===== src/core/gauge_pkg.sv =====
// Shared constants and types of the gauge status readback block.
// Assumes one core clock; the serial pins arrive asynchronously.
package gauge_pkg;

    localparam int WORD_W = 16;
    localparam int SEL_W = 4;
    localparam int SUM_W = 15;
    localparam int SAMPLE_W = 8;
    localparam int CNT_W = 16;
    localparam int SYNC_STAGES = 2;

    // Command address sits in the top bits of a received word
    localparam int ADDR_MSB = 15;
    localparam int ADDR_LSB = 13;
    localparam logic [2:0] ADDR_ENABLE_CONFIG = 3'h0;

    // Status select field inside the enable/config command
    localparam int SEL_MSB = 11;
    localparam int SEL_LSB = 8;
    localparam int SEL_HI_BIT = 3;
    localparam int SEL_MID_BIT = 2;

    localparam logic [3:0] SEL_RESET = 4'h0;
    localparam logic [14:0] SUM_RESET = 15'h0000;
    localparam logic [15:0] WORD_RESET = 16'h0000;
    localparam logic [15:0] CNT_RESET = 16'h0000;

    // Per gauge signals from the motion and drive logic
    typedef struct packed {
        logic zero_end;
        logic off_target;
        logic pos_step;
        logic overheat;
        logic reenable;
        logic homing_start;
        logic homing_stop;
    } gauge_in_type;

    // Serial pins as they enter the synchroniser
    typedef struct packed {
        logic cs_n;
        logic sclk;
        logic mosi;
    } spi_pins_type;

    // Device status word, most significant field first
    typedef struct packed {
        logic dir_g1;
        logic dir_g0;
        logic [1:0] zero_end;
        logic [1:0] off_target;
        logic supply_high_flag;
        logic supply_low_flag;
        logic clk_trim_fault;
        logic supply_excursion_flag;
        logic [1:0] position_changed;
        logic [1:0] homing_active;
        logic [1:0] thermal_trip;
    } dev_word_type;

    // Homing sum status word
    typedef struct packed {
        logic homing_active;
        logic [14:0] homing_sum;
    } sum_word_type;

endpackage


===== src/core/pin_sync.sv =====
// Two flip-flop synchroniser for a group of asynchronous pins.
// Assumes the pins are slow compared with the clock.
`timescale 1ns/1ps
module pin_sync #(
    parameter int WIDTH = 3,
    parameter logic [WIDTH-1:0] RESET_VAL = '0
) (
    input wire logic ref_clk,
    input wire logic sys_rst,
    input wire logic [WIDTH-1:0] pin_in,
    output logic [WIDTH-1:0] pin_out
);

    logic [WIDTH-1:0] meta_r;

    always_ff @(posedge ref_clk) begin
        if (sys_rst) begin
            meta_r <= RESET_VAL;
            pin_out <= RESET_VAL;
        end else begin
            meta_r <= pin_in;
            pin_out <= meta_r;
        end
    end

endmodule


===== src/core/gauge_status_readback.sv =====
// Status readback of a dual gauge driver: fault and event flags,
// homing sum, and the serial shifter that reports them.
// Assumes motion, drive and back-EMF logic share ref_clk; the serial
// pins are asynchronous and sampled here.
`timescale 1ns/1ps
module gauge_status_readback #(
    parameter int SAMPLE_W = gauge_pkg::SAMPLE_W
) (
    input wire logic ref_clk,
    input wire logic sys_rst,
    input wire logic cs_n,
    input wire logic sclk,
    input wire logic mosi,
    output logic miso,
    output logic miso_oe,
    input wire logic supply_over,
    input wire logic supply_under,
    input wire logic clk_trim_bad,
    input wire gauge_pkg::gauge_in_type [1:0] gauge_in,
    input wire logic bemf_valid,
    input wire logic bemf_gauge,
    input wire logic signed [SAMPLE_W-1:0] bemf_sample,
    output logic [1:0] coil_disable,
    output logic [gauge_pkg::SEL_W-1:0] status_select,
    output logic [1:0] homing_active,
    output logic [gauge_pkg::SUM_W-1:0] homing_sum
);

    gauge_pkg::spi_pins_type pins_raw;
    gauge_pkg::spi_pins_type pins_s;
    logic cs_prev_r;
    logic sclk_prev_r;
    logic cs_fall;
    logic cs_rise;
    logic sclk_rise;
    logic sclk_fall;
    logic in_frame_r;
    logic [15:0] shift_r;
    logic [15:0] rx_r;
    logic [15:0] bit_cnt_r;
    logic msg_valid;
    logic dev_sel;
    logic sum_sel;
    logic dev_read_r;
    logic dev_clear;
    logic supply_high_r;
    logic supply_low_r;
    logic excursion_r;
    logic clk_trim_r;
    logic [1:0] moved_r;
    logic [1:0] thermal_r;
    logic [1:0] zero_seen_r;
    logic [1:0] homing_stop;
    logic [1:0] homing_start;
    logic [1:0] step;
    logic [1:0] hot;
    logic [1:0] reen;
    logic signed [gauge_pkg::SUM_W-1:0] sum_nxt;
    gauge_pkg::dev_word_type dev_word;
    gauge_pkg::sum_word_type sum_word;
    logic [15:0] load_word;

    assign pins_raw = '{cs_n: cs_n, sclk: sclk, mosi: mosi};

    pin_sync #(
        .WIDTH(3),
        .RESET_VAL(3'b100)
    ) u_sync (
        .ref_clk(ref_clk),
        .sys_rst(sys_rst),
        .pin_in(pins_raw),
        .pin_out(pins_s)
    );

    always_comb begin
        for (int g = 0; g < 2; g++) begin
            homing_stop[g] = gauge_in[g].homing_stop;
            homing_start[g] = gauge_in[g].homing_start;
            step[g] = gauge_in[g].pos_step;
            hot[g] = gauge_in[g].overheat;
            reen[g] = gauge_in[g].reenable;
        end
    end

    // Edge detection on synchronised pins
    always_ff @(posedge ref_clk) begin
        if (sys_rst) begin
            cs_prev_r <= 1'b1;
            sclk_prev_r <= 1'b0;
        end else begin
            cs_prev_r <= pins_s.cs_n;
            sclk_prev_r <= pins_s.sclk;
        end
    end

    assign cs_fall = cs_prev_r & ~pins_s.cs_n;
    assign cs_rise = ~cs_prev_r & pins_s.cs_n;
    assign sclk_rise = in_frame_r & ~sclk_prev_r & pins_s.sclk;
    assign sclk_fall = in_frame_r & sclk_prev_r & ~pins_s.sclk;
    assign msg_valid = cs_rise & (bit_cnt_r != gauge_pkg::CNT_RESET)
        & (bit_cnt_r[3:0] == 4'h0);

    // Word selection from the stored select field
    assign dev_sel = ~status_select[gauge_pkg::SEL_HI_BIT];
    assign sum_sel = status_select[gauge_pkg::SEL_HI_BIT]
        & ~status_select[gauge_pkg::SEL_MID_BIT];

    always_comb begin
        dev_word.dir_g1 = 1'b0;
        dev_word.dir_g0 = 1'b0;
        dev_word.zero_end = {gauge_in[1].zero_end,
            gauge_in[0].zero_end};
        dev_word.off_target = {gauge_in[1].off_target,
            gauge_in[0].off_target};
        dev_word.supply_high_flag = supply_high_r;
        dev_word.supply_low_flag = supply_low_r;
        dev_word.clk_trim_fault = clk_trim_r;
        dev_word.supply_excursion_flag = excursion_r;
        dev_word.position_changed = moved_r;
        dev_word.homing_active = homing_active;
        dev_word.thermal_trip = thermal_r;
        sum_word.homing_active = |homing_active;
        sum_word.homing_sum = homing_sum;
        if (dev_sel) begin
            load_word = dev_word;
        end else if (sum_sel) begin
            load_word = sum_word;
        end else begin
            load_word = gauge_pkg::WORD_RESET;
        end
    end

    // Serial shifter: load on select, MSB first, input fills LSB
    always_ff @(posedge ref_clk) begin
        if (sys_rst) begin
            in_frame_r <= 1'b0;
            shift_r <= gauge_pkg::WORD_RESET;
            bit_cnt_r <= gauge_pkg::CNT_RESET;
            miso <= 1'b0;
            miso_oe <= 1'b0;
            dev_read_r <= 1'b0;
        end else if (cs_fall) begin
            in_frame_r <= 1'b1;
            shift_r <= load_word;
            bit_cnt_r <= gauge_pkg::CNT_RESET;
            miso <= load_word[15];
            miso_oe <= 1'b1;
            dev_read_r <= dev_sel;
        end else if (cs_rise) begin
            in_frame_r <= 1'b0;
            miso_oe <= 1'b0;
        end else if (sclk_rise) begin
            shift_r <= {shift_r[14:0], pins_s.mosi};
            bit_cnt_r <= bit_cnt_r + 16'h0001;
        end else if (sclk_fall) begin
            miso <= shift_r[15];
        end
    end

    // Last 16 received bits form the command word
    assign rx_r = shift_r;

    always_ff @(posedge ref_clk) begin
        if (sys_rst) begin
            status_select <= gauge_pkg::SEL_RESET;
        end else if (msg_valid && rx_r[gauge_pkg::ADDR_MSB:gauge_pkg::ADDR_LSB]
                == gauge_pkg::ADDR_ENABLE_CONFIG) begin
            status_select <= rx_r[gauge_pkg::SEL_MSB:gauge_pkg::SEL_LSB];
        end
    end

    assign dev_clear = msg_valid & dev_read_r;

    // Supply fault flags: set wins over the read clear
    always_ff @(posedge ref_clk) begin
        if (sys_rst) begin
            supply_high_r <= 1'b0;
            supply_low_r <= 1'b0;
            excursion_r <= 1'b0;
        end else begin
            supply_high_r <= supply_over
                | (supply_high_r & ~dev_clear);
            supply_low_r <= supply_under
                | (supply_low_r & ~dev_clear);
            excursion_r <= supply_over | supply_under
                | (excursion_r & ~dev_clear);
        end
    end

    always_ff @(posedge ref_clk) begin
        if (sys_rst) begin
            clk_trim_r <= 1'b0;
        end else begin
            clk_trim_r <= clk_trim_bad;
        end
    end

    // Movement since last valid message
    always_ff @(posedge ref_clk) begin
        if (sys_rst) begin
            moved_r <= 2'b00;
        end else begin
            moved_r <= step | (moved_r & {2{~msg_valid}});
        end
    end

    // Thermal trip and coil disable per gauge
    always_ff @(posedge ref_clk) begin
        if (sys_rst) begin
            thermal_r <= 2'b00;
            coil_disable <= 2'b00;
        end else begin
            thermal_r <= hot | (thermal_r & ~reen);
            coil_disable <= hot | {2{supply_over}}
                | (coil_disable & ~reen);
        end
    end

    // Homing flags: clear on stop or the message after zero
    always_ff @(posedge ref_clk) begin
        if (sys_rst) begin
            homing_active <= 2'b00;
            zero_seen_r <= 2'b00;
        end else begin
            for (int g = 0; g < 2; g++) begin
                if (homing_start[g]) begin
                    homing_active[g] <= 1'b1;
                    zero_seen_r[g] <= 1'b0;
                end else if (homing_stop[g]) begin
                    homing_active[g] <= 1'b0;
                    zero_seen_r[g] <= 1'b0;
                end else if (zero_seen_r[g] && msg_valid) begin
                    homing_active[g] <= 1'b0;
                    zero_seen_r[g] <= 1'b0;
                end else if (homing_active[g] && bemf_gauge == g[0]
                        && homing_sum[gauge_pkg::SUM_W-1]) begin
                    zero_seen_r[g] <= 1'b1;
                end
            end
        end
    end

    // Back-EMF integrator, signed, kept after homing stops
    assign sum_nxt = $signed(homing_sum) + gauge_pkg::SUM_W'(bemf_sample);

    always_ff @(posedge ref_clk) begin
        if (sys_rst) begin
            homing_sum <= gauge_pkg::SUM_RESET;
        end else if (|homing_start) begin
            homing_sum <= gauge_pkg::SUM_RESET;
        end else if (bemf_valid && homing_active[bemf_gauge]) begin
            homing_sum <= sum_nxt;
        end
    end

endmodule


===== config.mk =====
export PLATFORM = sky130hd
export DESIGN_NAME = gauge_status_readback
export DESIGN_NICKNAME = d
export VERILOG_FILES = /design/src/core/gauge_pkg.sv /design/src/core/pin_sync.sv /design/src/core/gauge_status_readback.sv
export SDC_FILE = /design/constraint.sdc
export NUM_CORES = 1
export LEC_CHECK = 0
export BUFFER_PORTS_ARGS = -buffer_cell sky130_fd_sc_hd__buf_4
export CELL_PAD_IN_SITES_DETAIL_PLACEMENT = 0
export CELL_PAD_IN_SITES_GLOBAL_PLACEMENT = 1
export CORE_AREA = 3 3 129 81
export DETAILED_ROUTE_END_ITERATION = 10
export DIE_AREA = 0 0 132 84
export PLACE_DENSITY_LB_ADDON = 0.3
export SLEW_MARGIN = 20
export SYNTH_ARGS = -nofsm -noshare
export SYNTH_HDL_FRONTEND = slang
export SYNTH_SLANG_ARGS = --single-unit

===== constraint.sdc =====
create_clock -name ref_clk -period 3.3 [get_ports ref_clk]
set_clock_uncertainty 0.15 [all_clocks]
set_input_delay 0.495 -clock ref_clk [delete_from_list [all_inputs] [get_ports ref_clk]]
set_output_delay 0.495 -clock ref_clk [all_outputs]
set_load 0.05 [all_outputs]

## Word-level counts from Yosys, hierarchy flattened

Cells that the tools add are included.

- Bits in registers: 76
- Input bits: 32
- Logic and storage cells: 105

- Add/sub/neg operators: 2
- $lt $le $gt $ge: 1
- Equal/unequal tests: 2
- Mux-type cells: 19
- Bitwise gates (word level): 35
- Reductions and logical operators: 24

Operators by type and width:

| cell | number |
|---|---|
| 16-bit 2-to-1 mux | 5 |
| 16-bit by 1-bit adder with 16-bit output (second input constant) | 1 |
| 16-bit nonzero test | 1 |
| 15-bit by 8-bit adder with 15-bit output | 1 |
| 1-bit 2-to-1 mux | 14 |
| 1-bit bitwise AND | 13 |
| 1-bit NOT | 10 |
| 1-bit logical AND | 8 |
| 2-bit OR | 4 |
| 4-bit OR reduction | 2 |
| 2-bit bitwise AND | 3 |
| 2-bit nonzero test | 3 |
| 3-bit nonzero test | 2 |
| 4-bit zero test | 1 |
| 2-bit != test (second input constant) | 2 |
| 1-bit OR | 4 |
| 2-bit AND reduction | 2 |
| 2-bit OR reduction | 2 |
| 3-bit zero test | 1 |
| 3-bit AND reduction | 1 |
| 3-bit OR reduction | 1 |
| 1-bit by 2-bit < comparator with 1-bit output (second input constant) | 1 |
| 2-bit NOT | 1 |

## Longest topological paths before layout

Gate-level depths: netlist of run 1.

- Depth in word-level cells: 8
- Mapped depth: 8

## Modules after synthesis

From an unflattened synthesis of run 1, not the netlist that was laid out.

- Cell total of the unflattened synthesis: 465
- Area total of the unflattened synthesis: 3,848.7 µm²

Modules (own cells, without submodules):

| module | times used | cells each | area an instance (µm²) |
|---|---|---|---|
| gauge_status_readback | 1 | 453 | 3,691.0 |
| pin_sync | 1 | 12 | 157.7 |

## Worst setup path before layout of run 1

Ideal clock, no wire load.

- Path kind: reg-to-reg
- From: reg homing_sum[0] (netlist name)
- To: reg homing_sum[12] (netlist name)
- Arrival time: 2.302 ns
- Data required time: 3.064 ns
- Setup slack: 0.763 ns
- Stages on the path, launching flop included: 9
- Buffers on the path: 0
- Period minus slack after synthesis: 2.537 ns
- Cells stage by stage: dfxtp_1 > ha_1 > fa_1 > a21oi_1 > o2bb2ai_2 > o41a_1 > o31ai_2 > xor2_1 > a211oi_1

- Cells in the longest elaborated chain, start to end: 1

Ends and longest elaborated chain:

| item | RTL line | source |
|---|---|---|
| start: declaration | gauge_status_readback.sv:26 | `output logic [gauge_pkg::SUM_W-1:0] homing_sum` |
| start signal: assignment | gauge_status_readback.sv:248 | `homing_sum <= gauge_pkg::SUM_RESET;` |
| start signal: assignment | gauge_status_readback.sv:250 | `homing_sum <= gauge_pkg::SUM_RESET;` |
| start signal: assignment | gauge_status_readback.sv:252 | `homing_sum <= sum_nxt;` |
| 15-bit by 8-bit adder with 15-bit output | gauge_status_readback.sv:244 | `assign sum_nxt = $signed(homing_sum) + gauge_pkg::SUM_W'(bemf_sample);` |

No other way between the ends.
A chain may end at the register's enable or synchronous reset.

## Worst setup path after layout of run 1

Same ends and word-level chain as after synthesis.

==> metrics.md, run 1 <==
| Metric | Value |
|---|---|
| Avg Inst Size Synth | ~8.2 um2 |
| Slowest CP cell | fa_1 |
| Clk_lat worst skew | 340 ps |
| Internal Power | ~1.6 mW |
| Final hold vios | 0 |
| Final WL | approximately 11 mm |
| Synth Register Bits | 76 |
| Status | finished clean |
| Critical path peak fanout | 5 |
| Clk pwr share | 0.462 |
| Starting Density | 0.425 |
| Post-Route Utilization | 0.513 |
| DRC | 0 |
| WHS | 178 ps |
| H-tree depth | 3 |
| Setup bufs post-CTS | 0 |
| Clk sinks | 76 |
| Global Route Usage Sum | 0.197 |
| Final setup violation count | 0 |
| Pwr/cell area | 450 nW/um2 |
| F_max | about 390 MHz |
| Fillers | roughly 880 |
| Max_slew headroom | 0.478 |
| 1st-iter DRT viols | between 200 and 250 |
| Sequential fraction of design power | 0.448 |
| RSZ-0062 raised after global routing | false |
| Dpl hpwl | 7.85 mm |
| Clk pin slew, worst setup/hold paths | roughly 60 ps |
| Area Growth Syn to Fin | 20.9% |
| Die X | approximately 130 um |
| CP startpoint kind | flip-flop |
| Top FF cell, synth | dfxtp_1 |
| GPL Wtd Cong | 0.994 |
| Number of top-level pins | between 50 and 60 |
| Yosys cell types | 55 |
| CP bufs+invs | 0 |
| Combinational power share | 0.090 |
| Max Buffers Root-to-Sink | 2 |
| Net load switching power | between 0.4 and 0.5 mW |
| CTS resizes | 0 |
| Vias after detailed routing | about 3600 |
| Syn_nets | 528 |
| Worst Hold Class | input pin to flip-flop |
| Cells after DPL | between 600 and 700 |
| CP arrival | roughly 2600 ps |
| Maxcap violations | 0 |
| Vias per cell | approximately 5.5 |
| Core Area | 9220 um2 |
| Period utilisation layout | 0.773 |
| Pin count of the biggest net entering global routing | between 40 and 50 |
| Row Count | 27 |
| Die Height | around 84 um |
| Vias in the first global route | about 3400 |
| Sw frac | 0.230 |
| Area of the multi-input gates | 2240 um2 |
| Critical Path Sink Type | flip-flop |
| Wire per inst | between 15 and 20 um |
| Slowest stage delay, CP | roughly 400 ps |
| Min cycle time layout | 2550 ps |
| Yosys warning count | 0 |
| Leak | 1.94 nW |
| FFs w/ async S/R, synth | 0 |
| Fin nets | approximately 580 |
| Number of routed nets with antenna violations | 0 |
| TritonCTS Buffers | 9 |
| Worst-Margin Slew | ~800 ps |
| Initial antenna violation count | 0 |
| Number of diodes | 0 |
| CTS tree | done |
| CTS Hold Buffers Added | 0 |
| Max VDD drop | approximately 0.00023 V |
| Seq/Total Area, Yosys | 0.388 |
| Synthesized area | 3920 um2 |
| Layout Cells excl Fill | 658 |
| Crit path kind | flip-flop to flip-flop |
| Root buf cell | clkbuf_16 |
| Final setup TNS | 0 ps |
| IO buf count | 56 |
| CP Cell Sequence | ha_1 -> fa_1 -> a21oi_1 -> o2bb2ai_2 -> o41a_1 -> o31ai_2 -> xor2_1 -> a211oi_1 |
| Final Slew Violations | 0 |
| DIE AREA | ~11000 um2 |
| Post-synth EDFFs | 0 |
| Worst path top cell family by delay | compound AO/OA/AOI/OAI gates |
| Critical Path RT | 3380 ps |
| First-pass GRT wire length | roughly 18 mm |
| Mapped Cells | ~480 |
| Power consumption | around 2.1 mW |
| FF+latch area | around 1500 um2 |
| Share of layout cells above drive strength 1 | 0.170 |
| Grt total ovfl | 0 |
| Drt first pass iters | 4 |
## state kept, by name, summed over array words and instances (netlist names), 2 cells and up
signal,flops
zero_seen_r,2
moved_r,2
rx_r,16
status_select,4
homing_sum,15
bit_cnt_r,16
thermal_r,2
u_sync.meta_r,3
coil_disable,2
homing_active,2
u_sync.pin_out,3
## final timing paths
| kind | start | endpoint | slack (ps) | cells past startpoint |
|---|---|---|---|---|
| worst min register to register | u_sync.meta_r[2] | u_sync.pin_out[2] | 260 | 1 |
| worst max register to register | homing_sum[0] | homing_sum[12] | 750 | 8 |
| worst max-delay path | homing_sum[0] | homing_sum[12] | 750 | 8 |
| worst min-delay path | gauge_in[7] | zero_seen_r[1] | 180 | 2 |
## power groups by stage
stage / Sequential (mW) / Combinational (mW) / Clock [mW]
floorplan: 0.988 / 0.101 / 0
global placement: 0.974 / 0.187 / 0
detailed placement: 0.974 / 0.190 / 0
CTS: 0.954 / 0.191 / 1.01
global route: 0.957 / 0.212 / 1.04
finish: 0.955 / 0.192 / 0.985
## layout by cell type, fill, tap and decap left out, types with 4 or more instances in the layout
cell type   n
nor2_1     82
dfxtp_1    76
buf_4      61
a21oi_1    48
nand2_1    35
nand3_1    21
ha_1       19
inv_1      14
a211oi_1   14
xor2_1     13
xnor2_1     9
clkbuf_16   9
nor2b_1     8
a22oi_1     8
o21ai_0     8
nor4_1      7
mux2i_1     7
and3_1      7
nand4_1     7
a311oi_1    7
nand3b_1    7
and4_1      5
a31oi_1     4
or2_2       4
clkbuf_1    4
## cells by family after synthesis
group,share of synthesized area
xor gates and xnor gates,0.0492
buffers and inverters,0.0406
adders and majority gates,0.0658
AOI/OAI and AO/OA,0.179
muxes,0.0236
and+or+nand+nor,0.253
DFF,0.388
## metrics by stage
stage / cell area [um2] / setup slack, ps
after floorplan: 3920 / 763
after global placement: 4440 / 595
after detailed placement: 4440 / 517
after CTS: 4740 / 782
after global routing: 4740 / 626
final: 4740 / 748
## per-layer routing
metal / share of wire / track usage / vias up / routed length [um]
li1: - / - / 1796 / -
met1: 0.54 / 0.297 / 1683 / 5660
met2: 0.38 / 0.257 / 100 / 4000
met3: 0.074 / 0.0687 / 10 / 785
met4: 0.011 / 0.0582 / 0 / 112
met5: 0 / 0 / - / 0
## area by class of cell
| class | count | area share |
|---|---|---|
| multi-input cells | 360 | 0.473 |
| clock inverters | 1 | 0.00634 |
| clock buffers | 15 | 0.0565 |
| repair buffers | 61 | 0.0967 |
| well taps | 130 | 0.0343 |
| flip-flops and latches | 76 | 0.321 |
| inverters | 15 | 0.0119 |
## worst register-to-register path: stages, from the launching register on
cell and delay, ps:
dfxtp_1 340, ha_1 210, fa_1 400, a21oi_1 230
o2bb2ai_2 160, o41a_1 380, o31ai_2 220, xor2_1 90
a211oi_1 270
## cells in the mapped netlist, types with 8 or more instances
cell type / n / share of area
a21oi_1: 48 / 0.061
o21ai_0: 8 / 0.010
inv_1: 14 / 0.013
xnor2_1: 9 / 0.020
ha_1: 19 / 0.061
dfxtp_1: 76 / 0.39
a211oi_1: 14 / 0.027
xor2_1: 13 / 0.029
nand3_1: 21 / 0.027
nor2b_1: 8 / 0.013
nand2_1: 35 / 0.034
clkbuf_1: 13 / 0.012
a22oi_1: 8 / 0.015
nor2_1: 82 / 0.079
No activity file was read; power rests on OpenSTA's default activity.
==> inputs of run 2 (changes only) <==
--- a/config.mk
+++ b/config.mk
@@ -8,9 +8,9 @@
 export BUFFER_PORTS_ARGS = -buffer_cell sky130_fd_sc_hd__buf_4
 export CELL_PAD_IN_SITES_DETAIL_PLACEMENT = 0
 export CELL_PAD_IN_SITES_GLOBAL_PLACEMENT = 1
-export CORE_AREA = 3 3 129 81
+export CORE_AREA = 3 3 136 85
 export DETAILED_ROUTE_END_ITERATION = 10
-export DIE_AREA = 0 0 132 84
+export DIE_AREA = 0 0 139 88
 export PLACE_DENSITY_LB_ADDON = 0.3
 export SLEW_MARGIN = 20
 export SYNTH_ARGS = -nofsm -noshare
==> constraint.sdc (replaced) <==
create_clock -name ref_clk -period 2.1 [get_ports ref_clk]
set_clock_uncertainty 0.15 [all_clocks]
set_input_delay 0.315 -clock ref_clk [delete_from_list [all_inputs] [get_ports ref_clk]]
set_output_delay 0.315 -clock ref_clk [all_outputs]
set_load 0.05 [all_outputs]
==> metrics.md, run 2 (synthesized netlist as in run 1, its figures left out) <==
| Metric | Value |
|---|---|
| Status | finished, violations left |
| Failing checks | negative setup slack |
| WHS | around 14 ps |
| Vias per cell | about 5.2 |
| Core Area | about 10000 um2 |
| Wire per inst | 15.2 um |
| 1st-iter DRT viols | around 220 |
| Pin count of the biggest net entering global routing | 45 |
| DRC | 0 |
| First-pass GRT wire length | ~17 mm |
| Worst setup margin | -257 ps |
| Number of diodes | 0 |
| Global Route Usage Sum | 0.180 |
| Worst-Margin Slew | ~500 ps |
| RSZ-0062 raised after global routing | true |
| F_max | roughly 420 MHz |
| Number of routed nets with antenna violations | 0 |
| CP startpoint kind | flip-flop |
| Clk sinks | 76 |
| H-tree depth | 3 |
| Maxcap violations | 0 |
| Vias in the first global route | ~3400 |
| Fillers | around 1000 |
| Starting Density | 0.375 |
| Dpl hpwl | around 8.2 mm |
| Period utilisation layout | 1.12 |
| Most common cell after layout, fill and taps aside | buf_4 |
| CP bufs+invs | 0 |
| Top Usage Layer GRT | met1 |
| Sw frac | 0.229 |
| TritonCTS Buffers | 9 |
| Share of layout cells above drive strength 1 | 0.282 |
| CTS tree | done |
| Root buf cell | clkbuf_16 |
| Final setup violation count | 4 |
| Row Count | 29 |
| Critical Path Sink Type | flip-flop |
| DIE AREA | 12200 um2 |
| Combinational power share | 0.104 |
| Grt met3 use | 0.0546 |
| Vias after detailed routing | ~3700 |
| Worst Hold Class | input pin to flip-flop |
| Area Growth Syn to Fin | 34.7% |
| Clk_lat worst skew | 330 ps |
| GRT met1 Usage | 0.274 |
| Final WL | 10.9 mm |
| Leak | between 2 and 2.5 nW |
| Drt first pass iters | 4 |
| Crit path kind | flip-flop to flip-flop |
| CP Cell Sequence | ha_4 -> fa_2 -> a21oi_4 -> o2bb2ai_4 -> o41a_1 -> o31ai_2 -> xor2_1 -> a211oi_2 |
| Die X | around 140 um |
| Worst path top cell family by delay | compound AO/OA/AOI/OAI gates |
| Critical path peak fanout | 4 |
| Pwr/cell area | approximately 660 nW/um2 |
| Max Buffers Root-to-Sink | 2 |
| Initial antenna violation count | 0 |
| Max VDD drop | between 0.0004 and 0.0005 V |
| Number of top-level pins | 57 |
| GPL Wtd Cong | roughly 0.86 |
| Final Slew Violations | 0 |
| Critical Path RT | between 2000 and 2500 ps |
| IO buf count | between 50 and 60 |
| Slowest stage delay, CP | 370 ps |
| Power consumption | ~3.5 mW |
| GR Util met2 | 0.249 |
| Sequential fraction of design power | 0.430 |
| Internal Power | around 2.7 mW |
| Grt total ovfl | 0 |
| Most frequent cells in the layout | buf_4, nor2_1, dfxtp_1 |
| Net load switching power | ~0.80 mW |
| Die Height | 88 um |
| Min cycle time layout | between 2000 and 2500 ps |
| CP arrival | 2420 ps |
| Clk pin slew, worst setup/hold paths | roughly 60 ps |
| Final hold vios | 0 |
| Max_slew headroom | 0.667 |
| Fin nets | 626 |
| Clk pwr share | 0.466 |
| Slowest CP cell | fa_2 |
==> run 2: cell count changes in the layout (fill, tap and decap cells not counted), moves of 3 or more <==
cell,before,now
a21oi_1,48,45
buf_4,61,109
clkbuf_1,4,0
dfxtp_1,76,67
dfxtp_2,0,8
o21ai_0,8,5
o21ai_1,0,3
==> run 2: power groups by stage <==
stage	Combinational, mW	Clock (mW)	Sequential [mW]
global route	0.396	1.73	1.50
finish	0.362	1.62	1.49
detailed placement	0.348	0	1.52
global placement	0.344	0	1.52
floorplan	0.160	0	1.55
CTS	0.356	1.67	1.49
==> run 2: routing by layer <==
| layer | up-vias | share of wire |
|---|---|---|
| met2 | 88 | 0.39 |
| met3 | 7 | 0.065 |
| met5 | - | 0 |
| met4 | 0 | 0.0086 |
| met1 | 1726 | 0.53 |
| li1 | 1887 | - |
==> run 2: what timing repair did <==
action	CTS	global route
hold endpoints to repair	2	0
buffers inserted	2	3
hold buffers	2	0
cloned	0	0
gates resized for setup	4	7
pin swaps	3	7
endpoints found under the setup margin	4	7
==> run 2: path summary, 6_finish.rpt <==
| check | startpoint | slack (ps) | cells past startpoint | end |
|---|---|---|---|---|
| worst max register to register | homing_sum[0] | -260 | 8 | homing_sum[12] |
| worst min register to register | u_sync.meta_r[2] | 270 | 1 | u_sync.pin_out[2] |
| worst min-delay path | cs_n | 10 | 2 | u_sync.meta_r[2] |
| worst max-delay path | homing_sum[0] | -260 | 8 | homing_sum[12] |
==> run 2: per-stage QoR <==
| stage | instance area [um2] | setup TNS [ps] | setup slack [ps] | util | std cells |
|---|---|---|---|---|---|
| 2_1_floorplan | 3960 | -227 | -154 | - | 476 |
| 3_3_place_gp | 4840 | -861 | -258 | 0.463 | 695 |
| 3_5_place_dp | 4840 | -1240 | -358 | 0.463 | 695 |
| 4_1_cts | 5220 | -386 | -166 | 0.499 | 714 |
| 5_1_grt | 5280 | -836 | -287 | 0.505 | 717 |
| 6_report | 5280 | -535 | -257 | 0.505 | 717 |
==> run 2: area by class of cell <==
class | count | area, um2 | area share
Tap cell | 139 | 174 | 0.0330
Clock buffer | 12 | 278 | 0.0527
Clock inverter | 3 | 42.5 | 0.00806
Timing Repair Buffer | 112 | 858 | 0.163
Multi-Input combinational cell | 360 | 2330 | 0.442
Sequential cell | 76 | 1540 | 0.291
Inverter | 15 | 56.3 | 0.0107
